--- config.mk ---
export PLATFORM = sky130hd
export DESIGN_NAME = crm_code_area_ram_remap
export DESIGN_NICKNAME = d
export VERILOG_FILES = /design/src/rtl/crm_pkg.sv /design/src/rtl/crm_regbus_if.sv /design/src/rtl/crm_axil_slave.sv /design/src/rtl/crm_code_area_ram_remap.sv
export SDC_FILE = /design/constraint.sdc
export NUM_CORES = 1
export LEC_CHECK = 0
export BUFFER_PORTS_ARGS = -buffer_cell sky130_fd_sc_hd__buf_2
export CORE_MARGIN = 2
export CORE_UTILIZATION = 50
export DETAILED_ROUTE_END_ITERATION = 6
export PLACE_DENSITY = 0.85
export SLEW_MARGIN = 20
export SYNTH_ARGS = -nofsm -noshare
export SYNTH_HDL_FRONTEND = slang
export SYNTH_SLANG_ARGS = --single-unit
--- constraint.sdc ---
create_clock -name clk_sys -period 8.4 [get_ports clk_sys]
set_input_delay 1.68 -clock clk_sys [delete_from_list [all_inputs] [get_ports clk_sys]]
set_output_delay 1.68 -clock clk_sys [all_outputs]
set_load 0.02 [all_outputs]
--- src/rtl/crm_pkg.sv ---
package crm_pkg;
    // register indices; byte address is four times the index
    localparam logic [11:0] IDX_CONFIG = 12'hfde;
    localparam logic [11:0] IDX_STATUS = 12'hfdf;
    localparam logic [11:0] IDX_COMMIT = 12'hfe0;
    localparam int ADDR_W = 14;

    // map_config_staged / map_status_committed fields
    localparam int BIT_RST_DIS = 0;
    localparam int BIT_RAM_MAP = 1;
    localparam int BIT_VEC_REL = 2;
    localparam logic [2:0] CONFIG_RESET = 3'h0;

    // commit key codes
    localparam logic [7:0] KEY_ALL = 8'hd4;
    localparam logic [7:0] KEY_RST_DIS = 8'hb2;
    localparam logic [7:0] KEY_FLAG_CLR = 8'h71;

    // code and data space landmarks
    localparam logic [15:0] RAM_FIRST = 16'h0040;
    localparam logic [15:0] RAM_LAST = 16'h083f;
    localparam logic [15:0] BOOT_FIRST = 16'h1000;
    localparam logic [15:0] BOOT_LAST = 16'h17ff;
    localparam logic [15:0] FLASH_FIRST = 16'h8000;
    localparam logic [15:0] CALL_VEC_FIRST = 16'hffa0;
    localparam logic [15:0] CALL_VEC_LAST = 16'hffbf;
    localparam logic [15:0] INT_VEC_FIRST = 16'hffcc;
    localparam logic [15:0] INT_VEC_LAST = 16'hfffd;
    localparam logic [15:0] VEC_SHIFT = 16'hfe00;
    localparam logic [15:0] SFR1_LAST = 16'h003f;
    localparam logic [15:0] SFR3_FIRST = 16'h0e40;
    localparam logic [15:0] SFR2_LAST = 16'h0fff;

    localparam logic [1:0] RESP_OKAY = 2'h0;
    localparam logic [1:0] RESP_SLVERR = 2'h2;

    typedef enum logic [2:0] {
        TGT_NONE,
        TGT_SFR,
        TGT_RAM,
        TGT_SWI,
        TGT_BOOT,
        TGT_FLASH
    } crm_target_t;

    function automatic logic isMapped(input logic [11:0] idx);
        return idx == IDX_CONFIG || idx == IDX_STATUS || idx == IDX_COMMIT;
    endfunction

    function automatic logic inRange(input logic [15:0] a,
                                     input logic [15:0] lo,
                                     input logic [15:0] hi);
        return a >= lo && a <= hi;
    endfunction
endpackage

--- src/rtl/crm_regbus_if.sv ---
`timescale 1ns/10ps
`default_nettype none
interface crm_regbus_if;
    logic wrEn;
    logic [11:0] wrIdx;
    logic [7:0] wrData;
    logic wrLane;
    logic [11:0] rdIdx;
    logic [7:0] rdData;

    modport slave (output wrEn, wrIdx, wrData, wrLane, rdIdx, input rdData);
    modport regs (input wrEn, wrIdx, wrData, wrLane, rdIdx, output rdData);
endinterface
`default_nettype wire

--- src/rtl/crm_axil_slave.sv ---
`timescale 1ns/10ps
`default_nettype none
module crm_axil_slave (
    // clock and reset
    input wire logic clk_sys,
    input wire logic sys_rst,
    // axi4-lite
    input wire logic [crm_pkg::ADDR_W-1:0] awaddr,
    input wire logic awvalid,
    output logic awready,
    input wire logic [31:0] wdata,
    input wire logic [3:0] wstrb,
    input wire logic wvalid,
    output logic wready,
    output logic [1:0] bresp,
    output logic bvalid,
    input wire logic bready,
    input wire logic [crm_pkg::ADDR_W-1:0] araddr,
    input wire logic arvalid,
    output logic arready,
    output logic [31:0] rdata,
    output logic [1:0] rresp,
    output logic rvalid,
    input wire logic rready,
    // register side
    crm_regbus_if.slave bus
);
    logic awFull;
    logic wFull;
    logic arFull;

    // write channels, taken in either order
    always_ff @(posedge clk_sys or posedge sys_rst) begin
        if (sys_rst) begin
            awready <= 1'b0;
            wready <= 1'b0;
            awFull <= 1'b0;
            wFull <= 1'b0;
            bvalid <= 1'b0;
            bresp <= crm_pkg::RESP_OKAY;
            bus.wrEn <= 1'b0;
            bus.wrIdx <= 12'h000;
            bus.wrData <= 8'h00;
            bus.wrLane <= 1'b0;
        end else begin
            bus.wrEn <= 1'b0;
            if (awvalid && awready) begin
                bus.wrIdx <= awaddr[crm_pkg::ADDR_W-1:2];
                awFull <= 1'b1;
                awready <= 1'b0;
            end else if (!awFull && !bvalid) begin
                awready <= 1'b1;
            end
            if (wvalid && wready) begin
                bus.wrData <= wdata[7:0];
                bus.wrLane <= wstrb[0];
                wFull <= 1'b1;
                wready <= 1'b0;
            end else if (!wFull && !bvalid) begin
                wready <= 1'b1;
            end
            if (awFull && wFull && !bvalid) begin
                bus.wrEn <= crm_pkg::isMapped(bus.wrIdx);
                bresp <= crm_pkg::isMapped(bus.wrIdx) ?
                         crm_pkg::RESP_OKAY : crm_pkg::RESP_SLVERR;
                bvalid <= 1'b1;
                awFull <= 1'b0;
                wFull <= 1'b0;
            end
            if (bvalid && bready) begin
                bvalid <= 1'b0;
            end
        end
    end

    // read channel
    always_ff @(posedge clk_sys or posedge sys_rst) begin
        if (sys_rst) begin
            arready <= 1'b0;
            arFull <= 1'b0;
            rvalid <= 1'b0;
            rdata <= 32'h00000000;
            rresp <= crm_pkg::RESP_OKAY;
            bus.rdIdx <= 12'h000;
        end else begin
            if (arvalid && arready) begin
                bus.rdIdx <= araddr[crm_pkg::ADDR_W-1:2];
                arFull <= 1'b1;
                arready <= 1'b0;
            end else if (!arFull && !rvalid) begin
                arready <= 1'b1;
            end
            if (arFull && !rvalid) begin
                rdata <= {24'h000000, bus.rdData};
                rresp <= crm_pkg::isMapped(bus.rdIdx) ?
                         crm_pkg::RESP_OKAY : crm_pkg::RESP_SLVERR;
                rvalid <= 1'b1;
                arFull <= 1'b0;
            end
            if (rvalid && rready) begin
                rvalid <= 1'b0;
            end
        end
    end
endmodule
`default_nettype wire

--- src/rtl/crm_code_area_ram_remap.sv ---
// Overview of operation
// - code and data spaces, 64 Kbytes each, decoded independently.
// - after reset RAM is in data space only, not in code space.
// - committed RAM select maps code 0x0040-0x083F onto RAM.
// - relocate moves call and interrupt vectors to 0x01xx; reset stays.
// - serial programming mode always maps RAM into code space.
// - unmapped code RAM window fetches return the software interrupt opcode.
// - staged RAM select has no effect until key 0xD4 is written.
// - key 0xD4 commits all staged settings; 0xB2 only reset disable, 0x71 only flag clear; others do nothing.
// - config bits 7..3 read zero; bit2 relocate, bit1 RAM, bit0 reset.
// - status bits 1 and 2 show committed RAM and relocate values.
// - status bits 7..3 always read zero.
// - outside serial mode only the first 2 Kbytes of boot ROM map.
//
// Added by the designer: the AXI4-Lite register port.
`timescale 1ns/10ps
`default_nettype none
module crm_code_area_ram_remap #(
    parameter logic [7:0] SWI_OPCODE = 8'hff,
    parameter logic [15:0] BOOT_SERIAL_LAST = 16'h1fff
) (
    // clock and reset
    input wire logic clk_sys,
    input wire logic sys_rst,
    // axi4-lite register bus
    input wire logic [crm_pkg::ADDR_W-1:0] awaddr,
    input wire logic awvalid,
    output logic awready,
    input wire logic [31:0] wdata,
    input wire logic [3:0] wstrb,
    input wire logic wvalid,
    output logic wready,
    output logic [1:0] bresp,
    output logic bvalid,
    input wire logic bready,
    input wire logic [crm_pkg::ADDR_W-1:0] araddr,
    input wire logic arvalid,
    output logic arready,
    output logic [31:0] rdata,
    output logic [1:0] rresp,
    output logic rvalid,
    input wire logic rready,
    // mode and neighbour controls
    input wire logic serialProgMode,
    input wire logic bootRomEnable,
    input wire logic flagClearStaged,
    // instruction fetch path
    input wire logic fetchReq,
    input wire logic [15:0] fetchAddr,
    output logic fetchAck,
    output crm_pkg::crm_target_t fetchTarget,
    output logic [15:0] fetchMemAddr,
    output logic [7:0] fetchForceData,
    // data access path
    input wire logic dataReq,
    input wire logic [15:0] dataAddr,
    output logic dataAck,
    output crm_pkg::crm_target_t dataTarget,
    output logic [15:0] dataMemAddr,
    // committed settings
    output logic codeRamSelectState,
    output logic vectorRelocateState,
    output logic resetDisable,
    output logic flagClearPulse
);
    crm_regbus_if bus ();

    logic stagedRst;
    logic stagedRam;
    logic stagedVec;
    logic keyWrite;
    logic [15:0] next_fetchAddr;
    crm_pkg::crm_target_t next_fetchTarget;
    crm_pkg::crm_target_t next_dataTarget;

    crm_axil_slave u_slave (
        .clk_sys(clk_sys),
        .sys_rst(sys_rst),
        .awaddr(awaddr),
        .awvalid(awvalid),
        .awready(awready),
        .wdata(wdata),
        .wstrb(wstrb),
        .wvalid(wvalid),
        .wready(wready),
        .bresp(bresp),
        .bvalid(bvalid),
        .bready(bready),
        .araddr(araddr),
        .arvalid(arvalid),
        .arready(arready),
        .rdata(rdata),
        .rresp(rresp),
        .rvalid(rvalid),
        .rready(rready),
        .bus(bus)
    );

    // boot rom window; only 2 Kbytes outside serial mode
    function automatic logic inBoot(input logic [15:0] a,
                                    input logic serial);
        return crm_pkg::inRange(a, crm_pkg::BOOT_FIRST,
            serial ? BOOT_SERIAL_LAST : crm_pkg::BOOT_LAST);
    endfunction

    // staged configuration
    always_ff @(posedge clk_sys or posedge sys_rst) begin
        if (sys_rst) begin
            stagedRst <= crm_pkg::CONFIG_RESET[crm_pkg::BIT_RST_DIS];
            stagedRam <= crm_pkg::CONFIG_RESET[crm_pkg::BIT_RAM_MAP];
            stagedVec <= crm_pkg::CONFIG_RESET[crm_pkg::BIT_VEC_REL];
        end else if (bus.wrEn && bus.wrLane &&
                     bus.wrIdx == crm_pkg::IDX_CONFIG) begin
            stagedRst <= bus.wrData[crm_pkg::BIT_RST_DIS];
            stagedRam <= bus.wrData[crm_pkg::BIT_RAM_MAP];
            stagedVec <= bus.wrData[crm_pkg::BIT_VEC_REL];
        end
    end

    assign keyWrite = bus.wrEn && bus.wrLane &&
                      bus.wrIdx == crm_pkg::IDX_COMMIT;

    // commit key; write-only, no stored value
    always_ff @(posedge clk_sys or posedge sys_rst) begin
        if (sys_rst) begin
            codeRamSelectState <= 1'b0;
            vectorRelocateState <= 1'b0;
            resetDisable <= 1'b0;
            flagClearPulse <= 1'b0;
        end else begin
            flagClearPulse <= 1'b0;
            if (keyWrite) begin
                case (bus.wrData)
                    crm_pkg::KEY_ALL: begin
                        codeRamSelectState <= stagedRam;
                        vectorRelocateState <= stagedVec;
                        resetDisable <= stagedRst;
                        flagClearPulse <= flagClearStaged;
                    end
                    crm_pkg::KEY_RST_DIS: begin
                        resetDisable <= stagedRst;
                    end
                    crm_pkg::KEY_FLAG_CLR: begin
                        flagClearPulse <= flagClearStaged;
                    end
                    default: begin
                        flagClearPulse <= 1'b0;
                    end
                endcase
            end
        end
    end

    // register read data
    always_comb begin
        bus.rdData = 8'h00;
        case (bus.rdIdx)
            crm_pkg::IDX_CONFIG: begin
                bus.rdData = {5'h00, stagedVec, stagedRam, stagedRst};
            end
            crm_pkg::IDX_STATUS: begin
                bus.rdData = {5'h00, vectorRelocateState,
                              codeRamSelectState, resetDisable};
            end
            default: begin
                bus.rdData = 8'h00;
            end
        endcase
    end

    // code space decode with vector relocation
    always_comb begin
        next_fetchAddr = fetchAddr;
        if (vectorRelocateState &&
            (crm_pkg::inRange(fetchAddr, crm_pkg::CALL_VEC_FIRST,
                              crm_pkg::CALL_VEC_LAST) ||
             crm_pkg::inRange(fetchAddr, crm_pkg::INT_VEC_FIRST,
                              crm_pkg::INT_VEC_LAST))) begin
            next_fetchAddr = fetchAddr - crm_pkg::VEC_SHIFT;
        end
        next_fetchTarget = crm_pkg::TGT_NONE;
        if (crm_pkg::inRange(next_fetchAddr, crm_pkg::RAM_FIRST,
                             crm_pkg::RAM_LAST)) begin
            next_fetchTarget = (codeRamSelectState || serialProgMode) ?
                crm_pkg::TGT_RAM : crm_pkg::TGT_SWI;
        end else if (bootRomEnable &&
                     inBoot(next_fetchAddr, serialProgMode)) begin
            next_fetchTarget = crm_pkg::TGT_BOOT;
        end else if (next_fetchAddr >= crm_pkg::FLASH_FIRST) begin
            next_fetchTarget = crm_pkg::TGT_FLASH;
        end
    end

    // data space decode, independent of code space
    always_comb begin
        next_dataTarget = crm_pkg::TGT_NONE;
        if (dataAddr <= crm_pkg::SFR1_LAST ||
            crm_pkg::inRange(dataAddr, crm_pkg::SFR3_FIRST,
                             crm_pkg::SFR2_LAST)) begin
            next_dataTarget = crm_pkg::TGT_SFR;
        end else if (crm_pkg::inRange(dataAddr, crm_pkg::RAM_FIRST,
                                      crm_pkg::RAM_LAST)) begin
            next_dataTarget = crm_pkg::TGT_RAM;
        end else if (bootRomEnable && inBoot(dataAddr, serialProgMode)) begin
            next_dataTarget = crm_pkg::TGT_BOOT;
        end else if (dataAddr >= crm_pkg::FLASH_FIRST) begin
            next_dataTarget = crm_pkg::TGT_FLASH;
        end
    end

    // fetch answer register
    always_ff @(posedge clk_sys or posedge sys_rst) begin
        if (sys_rst) begin
            fetchAck <= 1'b0;
            fetchTarget <= crm_pkg::TGT_NONE;
            fetchMemAddr <= 16'h0000;
            fetchForceData <= 8'h00;
        end else begin
            fetchAck <= fetchReq;
            if (fetchReq) begin
                fetchTarget <= next_fetchTarget;
                fetchMemAddr <= next_fetchAddr;
                fetchForceData <= (next_fetchTarget == crm_pkg::TGT_SWI) ?
                                  SWI_OPCODE : 8'h00;
            end
        end
    end

    // data answer register
    always_ff @(posedge clk_sys or posedge sys_rst) begin
        if (sys_rst) begin
            dataAck <= 1'b0;
            dataTarget <= crm_pkg::TGT_NONE;
            dataMemAddr <= 16'h0000;
        end else begin
            dataAck <= dataReq;
            if (dataReq) begin
                dataTarget <= next_dataTarget;
                dataMemAddr <= dataAddr;
            end
        end
    end
endmodule
`default_nettype wire

==> flow_summary_export.csv, run 1 <==
group,metric,value,unit
status,status,"finished, final reports clean",
placement,portBuffers,138,
floorplan,rows,33,
route,drc_errors,0,
floorplan,die_h,97.01,µm
synthesis,yosys.area_share.xor_xnor,0,%
timing,grt_setup_unrepaired,"no",
clock_tree,path_clk_slew,90,ps
global_route,grt_usage,18.57,%
floorplan,die_area,9411,µm²
floorplan,fp.dieW,97.01,µm
power_and_ir_drop,vdd_drop_max,0.1894,mV
final_layout,diodes,0,
synthesis,synth_largest_area_cell,"dfrtp_1",
final_layout,drive_gt1_share,44.76,%
synthesis,synth.area.mux_share,17.88,%
clock_tree,clkSinkCount,95,
critical_path,crit_path_top_delay_cell,"nor4_2",
synthesis,yosysUniqueCellTypes,44,
synthesis,synth_compound_area_share,5.814,%
final_layout,nFillCells,670,
global_route,grt_overflow,0,
critical_path,crit_path_max_fanout,5,
timing,hold_violations,0,
timing,period_share,37.74,%
final_layout,fin_cells,601,
final_layout,syn_to_final_growth,19.35,%
clock_tree,cts_tree,"built",
synthesis,syn_area,4325,µm²
power_and_ir_drop,p_leak,2.536,nW
route,drt_first_pass_iters,4,
timing,tns,0,ps
critical_path,max_stage_delay,330,ps
final_layout,fin_util,62.20,%
route,routedWlPerCell,14.41,µm
timing,clock.fmax,0.3154,GHz
synthesis,synth_cells,358,
floorplan,start_util,52.12,%
critical_path,critPathLaunchType,"input pin",
critical_path,worstSetupEndpointType,"flop",
timing,slew_viol_final,0,
clock_tree,worst_skew_pair.late_latency,350,ps
synthesis,syn_avg_cell_area,12.08,µm²
final_layout,fin_nets,602,
route,wl,8.660,mm
route,drt_iter0_drc,35,
synthesis,synth_fa_ha_area_share,0.8678,%
global_route,grt_pass1_vias,3049,
timing,worst_slew_pin_slew,708.6,ps
critical_path,critPathKind,"input pin to flop",
synthesis,async_flop_share,100.0,%
clock_tree,cts.path.max_buffers,2,
clock_tree,ctsHtreeMaxLevel,3,
route,routed_via_density,5.131,
route,ant_nets,0,
floorplan,pin_count,201,
job,cap_violations,0,
global_route,grt_pass1_wl,14.33,mm
clock_tree,holdBufCountCts,0,
global_route,grt_max_degree,59,
power_and_ir_drop,p_per_area,253.8,nW/µm²
synthesis,yosys.area_share.simple,11.46,%
synthesis,synth_area_leaders,"dfrtp_1, mux2_2, buf_4, nand2_1, inv_1",
worst_hold_path,hold_path.class,"flop to flop",
synthesis,yosysSeqAreaShare,54.96,%
placement,dp_cells,585,
synthesis,synth_top_area_share,54.96,%
synthesis,synth_edf_count,0,
timing,period_needed,3170,ps
clock_tree,cts_resized,0,
synthesis,ys_ff_latch,95,
synthesis,synth_warnings,0,
synthesis,synth_top_family_by_area,"multiplexers",
critical_path,cp.arrival,3450,ps
clock_tree,cts_root_buffer,"clkbuf_8",
global_route,grt_antenna_before_repair,0,
clock_tree,numCtsBuffers,9,
route,vias,3084,
placement,dp.final_hpwl,6.710,mm
clock_tree,postCtsSetupRepairBufs,0,
timing,setup_viol,0,
placement,place.gp.congestion,0.7794,
timing,skew,14.57,ps
critical_path,path_cells,"buf_2, ha_1, inv_1, nor4_2, o21ai_2, and2_1, ha_1, nand2_1, o41ai_1, nand2_1, nand3_1",
timing,relSlewSlack,52.76,%
synthesis,synthFlopType,"dfrtp_1",
floorplan,core_area,8299,µm²
critical_path,critPathRequiredTime,8680,ps
[cells in the final DEF, fill, tap and decap left out, types with 6 or more instances in the layout]
cell,synthesis,final
conb_1,1,31
buf_2,0,138
mux2_2,60,60
mux2_1,6,6
nand3_1,9,9
nand2_1,20,20
nor2_1,9,9
a21oi_1,6,6
dfrtp_1,95,95
inv_1,18,17
o21ai_1,10,10
clkbuf_8,0,10
nand4_1,10,10
[state kept, by name (all words and copies together) (netlist names), 3 cells and up]
register	flops
fetchMemAddr	16
u_slave.bus.wrIdx	12
u_slave.bus.wrData	8
dataTarget	3
u_slave.rdata	3
fetchTarget	3
dataMemAddr	16
u_slave.bus.rdIdx	12
[cells by family after synthesis]
logic type               count (synthesis)
flip-flops                              95
AND/OR/NAND/NOR                         85
adder cells (fa/ha/maj)                  3
multiplexers                            69
buffers and inverters                   65
other                                    1
AO/OA/AOI/OAI                           40
[report_power, final]
group | internal [W] | leakage (nW) | switching, W
logic | 0.000160 | 1.28 | 0.000167
registers | 0.000578 | 1.15 | 0.0000876
clock network | 0.000152 | 0.111 | 0.000166
[cell usage after synthesis, types with 4 or more instances]
cell type  count
buf_4         38
o21ai_0        4
nand2b_1       4
o21ai_1       10
mux2_2        60
dfrtp_1       95
clkbuf_1       6
o22ai_1        5
nor2_1         9
nor3_1         4
mux2_1         6
inv_1         18
a21oi_1        6
nand3_1        9
nor4_1         5
nand4_1       10
nand2_1       20
[stage by stage]
stage                power, W  setup slack, ps  area, µm²  hold slack [ps]
finish               0.001310             5230       5162            506.7
CTS                  0.001322             5241       5162            511.3
global route         0.001386             5061       5162            525.8
floorplan           0.0009053             4243       4438            467.0
detailed placement   0.001005             4885       4950            478.8
global placement    0.0009781             4881       4950            467.5
[metal layers]
layer / track usage [%] / routed length [µm] / vias to the layer above
li1: - / - / 1469
met1: 22.71 / 3539 / 1492
met2: 32.64 / 4530 / 113
met3: 3.613 / 489 / 10
met4: 6.717 / 101 / 0
met5: 0 / 0 / -
[worst max-delay path: cells and delay by family]
kind                     cells  cell delay (ps)
AO/OA/AOI/OAI                2              440
adder cells (fa/ha/maj)      2              420
buffers and inverters        2              170
AND/OR/NAND/NOR              5              750
[layout make-up]
class                      count  area, µm²  share of cell area (%)
multi-input combinational    228       1674                   32.43
inverter                      18      68.82                   1.333
sequential                    95       2377                   46.05
clock buffer                  10      137.6                   2.666
timing repair buffer         139      698.2                   13.52
tap                          105      131.4                   2.545
clock inverter                 6      75.07                   1.454
[worst paths after layout]
check                                     from                    to  slack [ps]  cells past startpoint
setup / recovery                  fetchAddr[9]        fetchTarget[2]        5230                     11
hold / removal                  fetchTarget[2]        fetchTarget[2]         510                      2
setup reg to reg           vectorRelocateState        fetchTarget[2]        6350                      9
hold reg to reg                 fetchTarget[2]        fetchTarget[2]         510                      2
max in group asynchronous              sys_rst      u_slave.rdata[2]        5860                      3
min in group asynchronous              sys_rst  u_slave.bus.wrIdx[1]        1380                      2
Note: power is estimated with default switching activity, not from simulation.
==> inputs of run 2 (changes only) <==
--- a/config.mk
+++ b/config.mk
@@ -7,9 +7,9 @@
 export LEC_CHECK = 0
 export BUFFER_PORTS_ARGS = -buffer_cell sky130_fd_sc_hd__buf_2
 export CORE_MARGIN = 2
-export CORE_UTILIZATION = 50
+export CORE_UTILIZATION = 47
 export DETAILED_ROUTE_END_ITERATION = 6
-export PLACE_DENSITY = 0.85
+export PLACE_DENSITY = 0.8
 export SLEW_MARGIN = 20
 export SYNTH_ARGS = -nofsm -noshare
 export SYNTH_HDL_FRONTEND = slang
==> constraint.sdc (replaced) <==
create_clock -name clk_sys -period 3.1 [get_ports clk_sys]
set_input_delay 0.62 -clock clk_sys [delete_from_list [all_inputs] [get_ports clk_sys]]
set_output_delay 0.62 -clock clk_sys [all_outputs]
set_load 0.02 [all_outputs]
==> run 2 against run 1 <==
Compared with the run above:
- sequential power grew to 2.7 times the previous value
- largest cell class unchanged
- clock skew fell by 4.3 ps
- worst setup slack worse by 4300 ps
- sequential share of layout area up 0.13 points
- via count shrank 1.5%
- worst hold slack worse by 100 ps
- die area up 6.1%
- wire length shrank 1.5%
- global-route usage is 1.0 points lower
- critical path type unchanged
- clock-buffer cell count decreased by 1
- non-clock buffer count is the same
- highest routed layer unchanged
==> flow_summary_export.csv, run 2 (same netlist as run 1, synthesis figures left out) <==
group,metric,value,unit
status,status,"finished, final reports clean",
floorplan,start_util,47.72,%
critical_path,max_stage_delay,350,ps
route,ant_nets,0,
placement,dp_cells,591,
power_and_ir_drop,p_leak,2.523,nW
timing,relSlewSlack,48.55,%
timing,period_needed,2160,ps
critical_path,worstSetupEndpointType,"flop",
clock_tree,clkSinkCount,95,
critical_path,path_cells,"buf_2, ha_1, inv_1, nor4_2, o21ai_2, and2_1, ha_1, nand2_1, o41ai_1, nand2_1, nand3_1",
critical_path,r2r_cells,9,
timing,clock.fmax,0.4629,GHz
final_layout,syn_to_final_growth,19.01,%
critical_path,cp.arrival,2440,ps
final_layout,fin_cells,607,
global_route,use_met3,4.526,%
critical_path,cp_num_buf_inv,2,
clock_tree,cts_root_buffer,"clkbuf_8",
timing,holdWs,405.8,ps
route,vias,3039,
floorplan,die_h,99.93,µm
critical_path,crit_path_max_fanout,5,
critical_path,critPathLaunchType,"input pin",
clock_tree,cts_tree,"built",
clock_tree,worst_skew_pair.late_latency,350,ps
critical_path,critPathKind,"input pin to flop",
clock_tree,cts.path.max_buffers,2,
clock_tree,holdBufCountCts,0,
placement,portBuffers,138,
timing,skew,10.22,ps
critical_path,cp.depth,11,
global_route,grt_util_met2,30.04,%
final_layout,final_cell_mix,"buf_2, dfrtp_1, mux2_2",
clock_tree,postCtsSetupRepairBufs,0,
power_and_ir_drop,vdd_drop_max,0.3918,mV
global_route,grt_max_degree,88,
clock_tree,cts_resized,0,
timing,tns,0,ps
placement,place.gp.congestion,0.8128,
critical_path,critPathRequiredTime,3380,ps
critical_path,startpoint,"fetchAddr[9]",
timing,grt_setup_unrepaired,"no",
route,drt_first_pass_iters,4,
final_layout,reg_top3,"dataMemAddr: 16 flops, fetchMemAddr: 16 flops",
final_layout,fin_nets,602,
job,cap_violations,0,
timing,setup_viol,0,
global_route,grt_antenna_before_repair,0,
clock_tree,ctsHtreeMaxLevel,3,
final_layout,final_common_cell,"buf_2",
placement,dp.final_hpwl,6.615,mm
global_route,grt_pass1_vias,2984,
worst_hold_path,hold_path.class,"input pin to async pin",
route,wl,8.527,mm
route,routed_via_density,5.007,
global_route,grt-busiest-layer,"met2",
power_and_ir_drop,p_per_area,669.3,nW/µm²
floorplan,pin_count,201,
timing,hold_violations,0,
route,drt_iter0_drc,88,
critical_path,critical-path-top-delay-family,"simple AND/OR/NAND/NOR gates",
route,routedWlPerCell,14.05,µm
floorplan,fp.dieW,99.93,µm
timing,period_share,69.68,%
final_layout,drive_gt1_share,44.76,%
global_route,grt_pass1_wl,13.88,mm
timing,slew_viol_final,0,
final_layout,diodes,0,
floorplan,rows,35,
route,drc_errors,0,
final_layout,fin_util,56.78,%
global_route,grt_overflow,0,
global_route,use_met1,21.91,%
floorplan,die_area,9986,µm²
critical_path,crit_path_top_delay_cell,"nor4_2",
floorplan,core_area,9065,µm²
critical_path,r2r-start,"vectorRelocateState",
clock_tree,path_clk_slew,90,ps
final_layout,nFillCells,797,
global_route,grt_usage,17.53,%
timing,worst_slew_pin_slew,771.8,ps
clock_tree,numCtsBuffers,9,
run 2: per-stage QoR:
stage          setup slack [ps]  cell area [µm²]  power, W
3_5_place_dp              584.3             4959  0.002719
6_report                  939.9             5147  0.003445
4_1_cts                   941.2             5145  0.003488
5_1_grt                   851.5             5147  0.003671
2_1_floorplan             2.982             4438  0.002453
3_3_place_gp              620.7             4959  0.002652
run 2: routing by layer:
metal / routed length [µm] / vias up
met5: 0 / -
met4: 101 / 0
met3: 480 / 10
met2: 4326 / 109
met1: 3619 / 1449
li1: - / 1471
run 2: worst paths after layout:
kind                       slack, ps               endpoint
min in group clk_sys             430         u_slave.rvalid
min reg2reg                      500       u_slave.rdata[2]
max                              940         fetchTarget[2]
min                              410  u_slave.bus.wrData[2]
max in group asynchronous       2040   u_slave.bus.rdIdx[1]
max reg2reg                     1030         fetchTarget[2]
run 2: cell type report:
cell class	instances	area, µm²	share of cell area [%]
multi-input combinational	228	1674	32.52
timing repair buffer	139	698.2	13.56
inverter	18	72.57	1.410
sequential	95	2377	46.18
tap	111	138.9	2.698
clock inverter	7	62.56	1.215
clock buffer	9	123.9	2.406
run 2: power by group:
part           switching, W  leakage, nW  total (W)  internal, W
clock network      0.000454       0.0976   0.000763     0.000309
registers          0.000240         1.15    0.00181      0.00157
logic              0.000443         1.28   0.000877     0.000433
total               0.00114         2.52    0.00344      0.00231
==> inputs of run 3 (changes only) <==
--- a/config.mk
+++ b/config.mk
@@ -5,11 +5,12 @@
 export SDC_FILE = /design/constraint.sdc
 export NUM_CORES = 1
 export LEC_CHECK = 0
+export ABC_AREA = 1
 export BUFFER_PORTS_ARGS = -buffer_cell sky130_fd_sc_hd__buf_2
 export CORE_MARGIN = 2
-export CORE_UTILIZATION = 47
+export CORE_UTILIZATION = 43
 export DETAILED_ROUTE_END_ITERATION = 6
-export PLACE_DENSITY = 0.8
+export PLACE_DENSITY = 0.77
 export SLEW_MARGIN = 20
 export SYNTH_ARGS = -nofsm -noshare
 export SYNTH_HDL_FRONTEND = slang
==> constraint.sdc (replaced) <==
create_clock -name clk_sys -period 1.8 [get_ports clk_sys]
set_input_delay 0.36 -clock clk_sys [delete_from_list [all_inputs] [get_ports clk_sys]]
set_output_delay 0.36 -clock clk_sys [all_outputs]
set_load 0.02 [all_outputs]
==> run 3 against run 2 <==
Compared with the run above:
- area after synthesis rose by 2.7%
- non-clock buffer count rose by 27
- the run now ends with setup timing left
- utilization fell by 2.6 points
- clock-buffer cell count rose by 2
- critical path type is now flop to flop
- highest routed layer unchanged
- critical path depth rose by 4
- worst hold slack got worse by 320 ps
- wire length rose by 17%
- global-route usage rose by 0.98 points
- clock skew fell by 3.9 ps
==> flow_summary_export.csv, run 3 <==
group,metric,value,unit
status,status,"complete, but fails checks",
status,violations,"setup timing",
timing,slew_viol_final,0,
placement,placed_cell_area,5321,µm²
synthesis,synth_largest_area_cell,"dfrtp_1",
timing,hold_violations,0,
floorplan,pin_count,201,
placement,dp_cells,785,
worst_hold_path,hold_path.class,"input pin to async pin",
clock_tree,postCtsSetupRepairBufs,0,
global_route,grt_usage,18.51,%
final_layout,nFillCells,955,
synthesis,synth_warnings,0,
power_and_ir_drop,combPwrFrac,28.2,%
synthesis,ys_ff_latch,95,
final_layout,final_common_cell,"nand2_1",
critical_path,critPathKind,"flop to flop",
floorplan,fp.dieW,105.6,µm
synthesis,synth_cells,502,
final_layout,reg_top3,"dataMemAddr: 16 flops, fetchMemAddr: 16 flops",
timing,period_share,101.7,%
clock_tree,path_clk_slew,90,ps
power_and_ir_drop,p_int,0.004105,W
power_and_ir_drop,p_sw,0.002166,W
critical_path,r2r_slack,-30,ps
final_layout,fin_nets,771,
timing,skew,6.363,ps
floorplan,start_util,43.60,%
timing,setup_viol,1,
route,wl,9.991,mm
route,routed_via_density,4.691,
route,wl_met3,666,µm
power_and_ir_drop,vdd_drop_max,0.6756,mV
critical_path,r2r_end,"fetchTarget[2]",
route,highest_layer,"met4",
floorplan,die_area,11160,µm²
clock_tree,worst_skew_pair.late_latency,350,ps
job,cap_violations,0,
final_layout,multiInputGateArea,1700,µm²
final_layout,fin_area,5519,µm²
clock_tree,cts_root_buffer,"clkbuf_8",
clock_tree,holdBufCountCts,0,
clock_tree,cts.path.max_buffers,2,
timing,clock.fmax,0.5465,GHz
critical_path,worstSetupEndpointType,"flop",
synthesis,synth_area_leaders,"dfrtp_1, nand2_1, buf_4, mux2_2, inv_1",
floorplan,die_h,105.6,µm
route,drt_iter0_drc,147,
route,drt_first_pass_iters,4,
final_layout,fin_cells,799,
clock_tree,ctsHtreeMaxLevel,3,
power_and_ir_drop,switching_share,34.54,%
synthesis,post-synth-top-count-cell,"nand2_1",
clock_tree,cts_tree,"built",
final_layout,diodes,0,
floorplan,core_area,10180,µm²
power_and_ir_drop,power.share.sequential,49.2,%
timing,grt_setup_unrepaired,"yes",
power_and_ir_drop,clockPowerShare,22.5,%
global_route,grt_pass1_vias,3772,
synthesis,yosys-top-cells-count,"nand2_1, dfrtp_1, inv_1, buf_4, nor2_1",
critical_path,cp.arrival,2120,ps
power_and_ir_drop,p_per_area,1136,nW/µm²
global_route,grt_max_degree,60,
route,routedLengthMet1,4.214,mm
timing,period_needed,1830,ps
timing,fin_ws,-29.77,ps
synthesis,async_flop_share,100.0,%
floorplan,rows,37,
synthesis,synth_edf_count,0,
synthesis,yosysUniqueCellTypes,33,
final_layout,final_cell_mix,"nand2_1, buf_2, dfrtp_1",
synthesis,synthFlopType,"dfrtp_1",
timing,tns,-29.77,ps
synthesis,syn_area,4441,µm²
critical_path,r2r-start,"vectorRelocateState",
route,met2WireLength,4.890,mm
global_route,grt_pass1_wl,16.68,mm
placement,dp.final_hpwl,7.713,mm
clock_tree,clkSinkCount,95,
critical_path,critPathLaunchType,"flop",
final_layout,seq_area,2379,µm²
route,ant_nets,0,
route,routedWlPerCell,12.50,µm
synthesis,synth_top_area_share,53.54,%
final_layout,drive_gt1_share,32.88,%
final_layout,fin_util,54.19,%
critical_path,critPathRequiredTime,2090,ps
placement,place.gp.congestion,0.8428,
global_route,grt_overflow,0,
placement,portBuffers,138,
critical_path,crit_path_max_fanout,2,
synthesis,yosysSeqAreaShare,53.54,%
global_route,grt_antenna_before_repair,0,
clock_tree,numCtsBuffers,9,
route,vias,3748,
critical_path,r2r_cells,15,
final_layout,syn_to_final_growth,24.29,%
synthesis,syn_avg_cell_area,8.846,µm²
placement,dp_slack,-281.1,ps
route,drc_errors,0,
power_and_ir_drop,p_leak,3.023,nW
[run 3: cell count changes in the layout (fill, tap and decap cells not counted), sizes merged, moves of 4 or more]
| cell | change |
|---|---|
| mux2 | -48 |
| nor2 | +21 |
| nand2b | -4 |
| o22ai | -5 |
| inv | +20 |
| a21oi | +10 |
| o21ai | +12 |
| nand2 | +147 |
| or4 | -4 |
| nand3 | +5 |
| nor3 | +6 |
| buf | +27 |
[run 3: through the flow]
step / total power, W / hold slack, ps
6_report: 0.006271 / 83.44
2_1_floorplan: 0.004321 / 391.4
3_5_place_dp: 0.004921 / 454.1
5_1_grt: 0.006724 / 95.83
4_1_cts: 0.006344 / 92.31
3_3_place_gp: 0.004810 / 451.0
[run 3: what timing repair did]
item | in CTS | in global routing
gates resized for setup | 0 | 1
endpoints found under the setup margin | 1 | 1
pin swaps | 0 | 0
endpoints found under the hold margin | 0 | 0
[run 3: worst max-delay path, stage by stage, from the launching register on]
cell     delay, ps
dfrtp_2        380
nand3_2        100
nor3_4         150
nand3_2        100
nand2_2         90
inv_2           50
ha_4           250
nand3_2         50
or2_4          220
nor2_2          70
nand2_1         50
nand2_1         60
nand2_1         50
nand2_1         50
nand2_1         50
nand2_1         60
[run 3: worst max path at each step]
stage | startpoint | endpoint | slack [ps]
after CTS | vectorRelocateState | fetchTarget[2] | -40
after global placement | fetchAddr[12] | fetchTarget[2] | -250
after global routing | vectorRelocateState | fetchTarget[2] | -210
after floorplan | fetchAddr[12] | fetchTarget[2] | -110
after detailed placement | fetchAddr[3] | fetchTarget[2] | -280
final | vectorRelocateState | fetchTarget[2] | -30
[run 3: power groups by stage]
| stage | registers, W | logic [W] | clock network [W] |
|---|---|---|---|
| finish | 0.00309 | 0.00177 | 0.00141 |
| global route | 0.00317 | 0.00200 | 0.00156 |
| CTS | 0.00309 | 0.00180 | 0.00145 |
| detailed placement | 0.00313 | 0.00179 | 0 |
| global placement | 0.00309 | 0.00172 | 0 |
| floorplan | 0.00326 | 0.00106 | 0 |
[run 3: layer usage]
layer	vias to the layer above	global-route usage [%]
met5	-	0
met2	126	31.84
li1	1855	-
met4	0	7.801
met3	19	4.638
met1	1748	22.05
[run 3: layout make-up]
class                           instances  share of cell area, %
Multi-Input combinational cell        346                  30.81
Clock inverter                          3                 0.7935
Timing Repair Buffer                  166                  16.55
Clock buffer                           11                  2.743
Sequential cell                        95                  43.10
Inverter                               42                  2.925
Tap cell                              136                  3.083
[run 3: logic make-up after synthesis]
group | Yosys count | share of synthesized area [%]
buffers and inverters | 91 | 11.27
adder cells (fa/ha/maj) | 3 | 0.8454
other | 1 | 0.08445
AO/OA/AOI/OAI | 52 | 6.312
flip-flops | 95 | 53.54
AND/OR/NAND/NOR | 242 | 23.39
multiplexers | 18 | 4.565
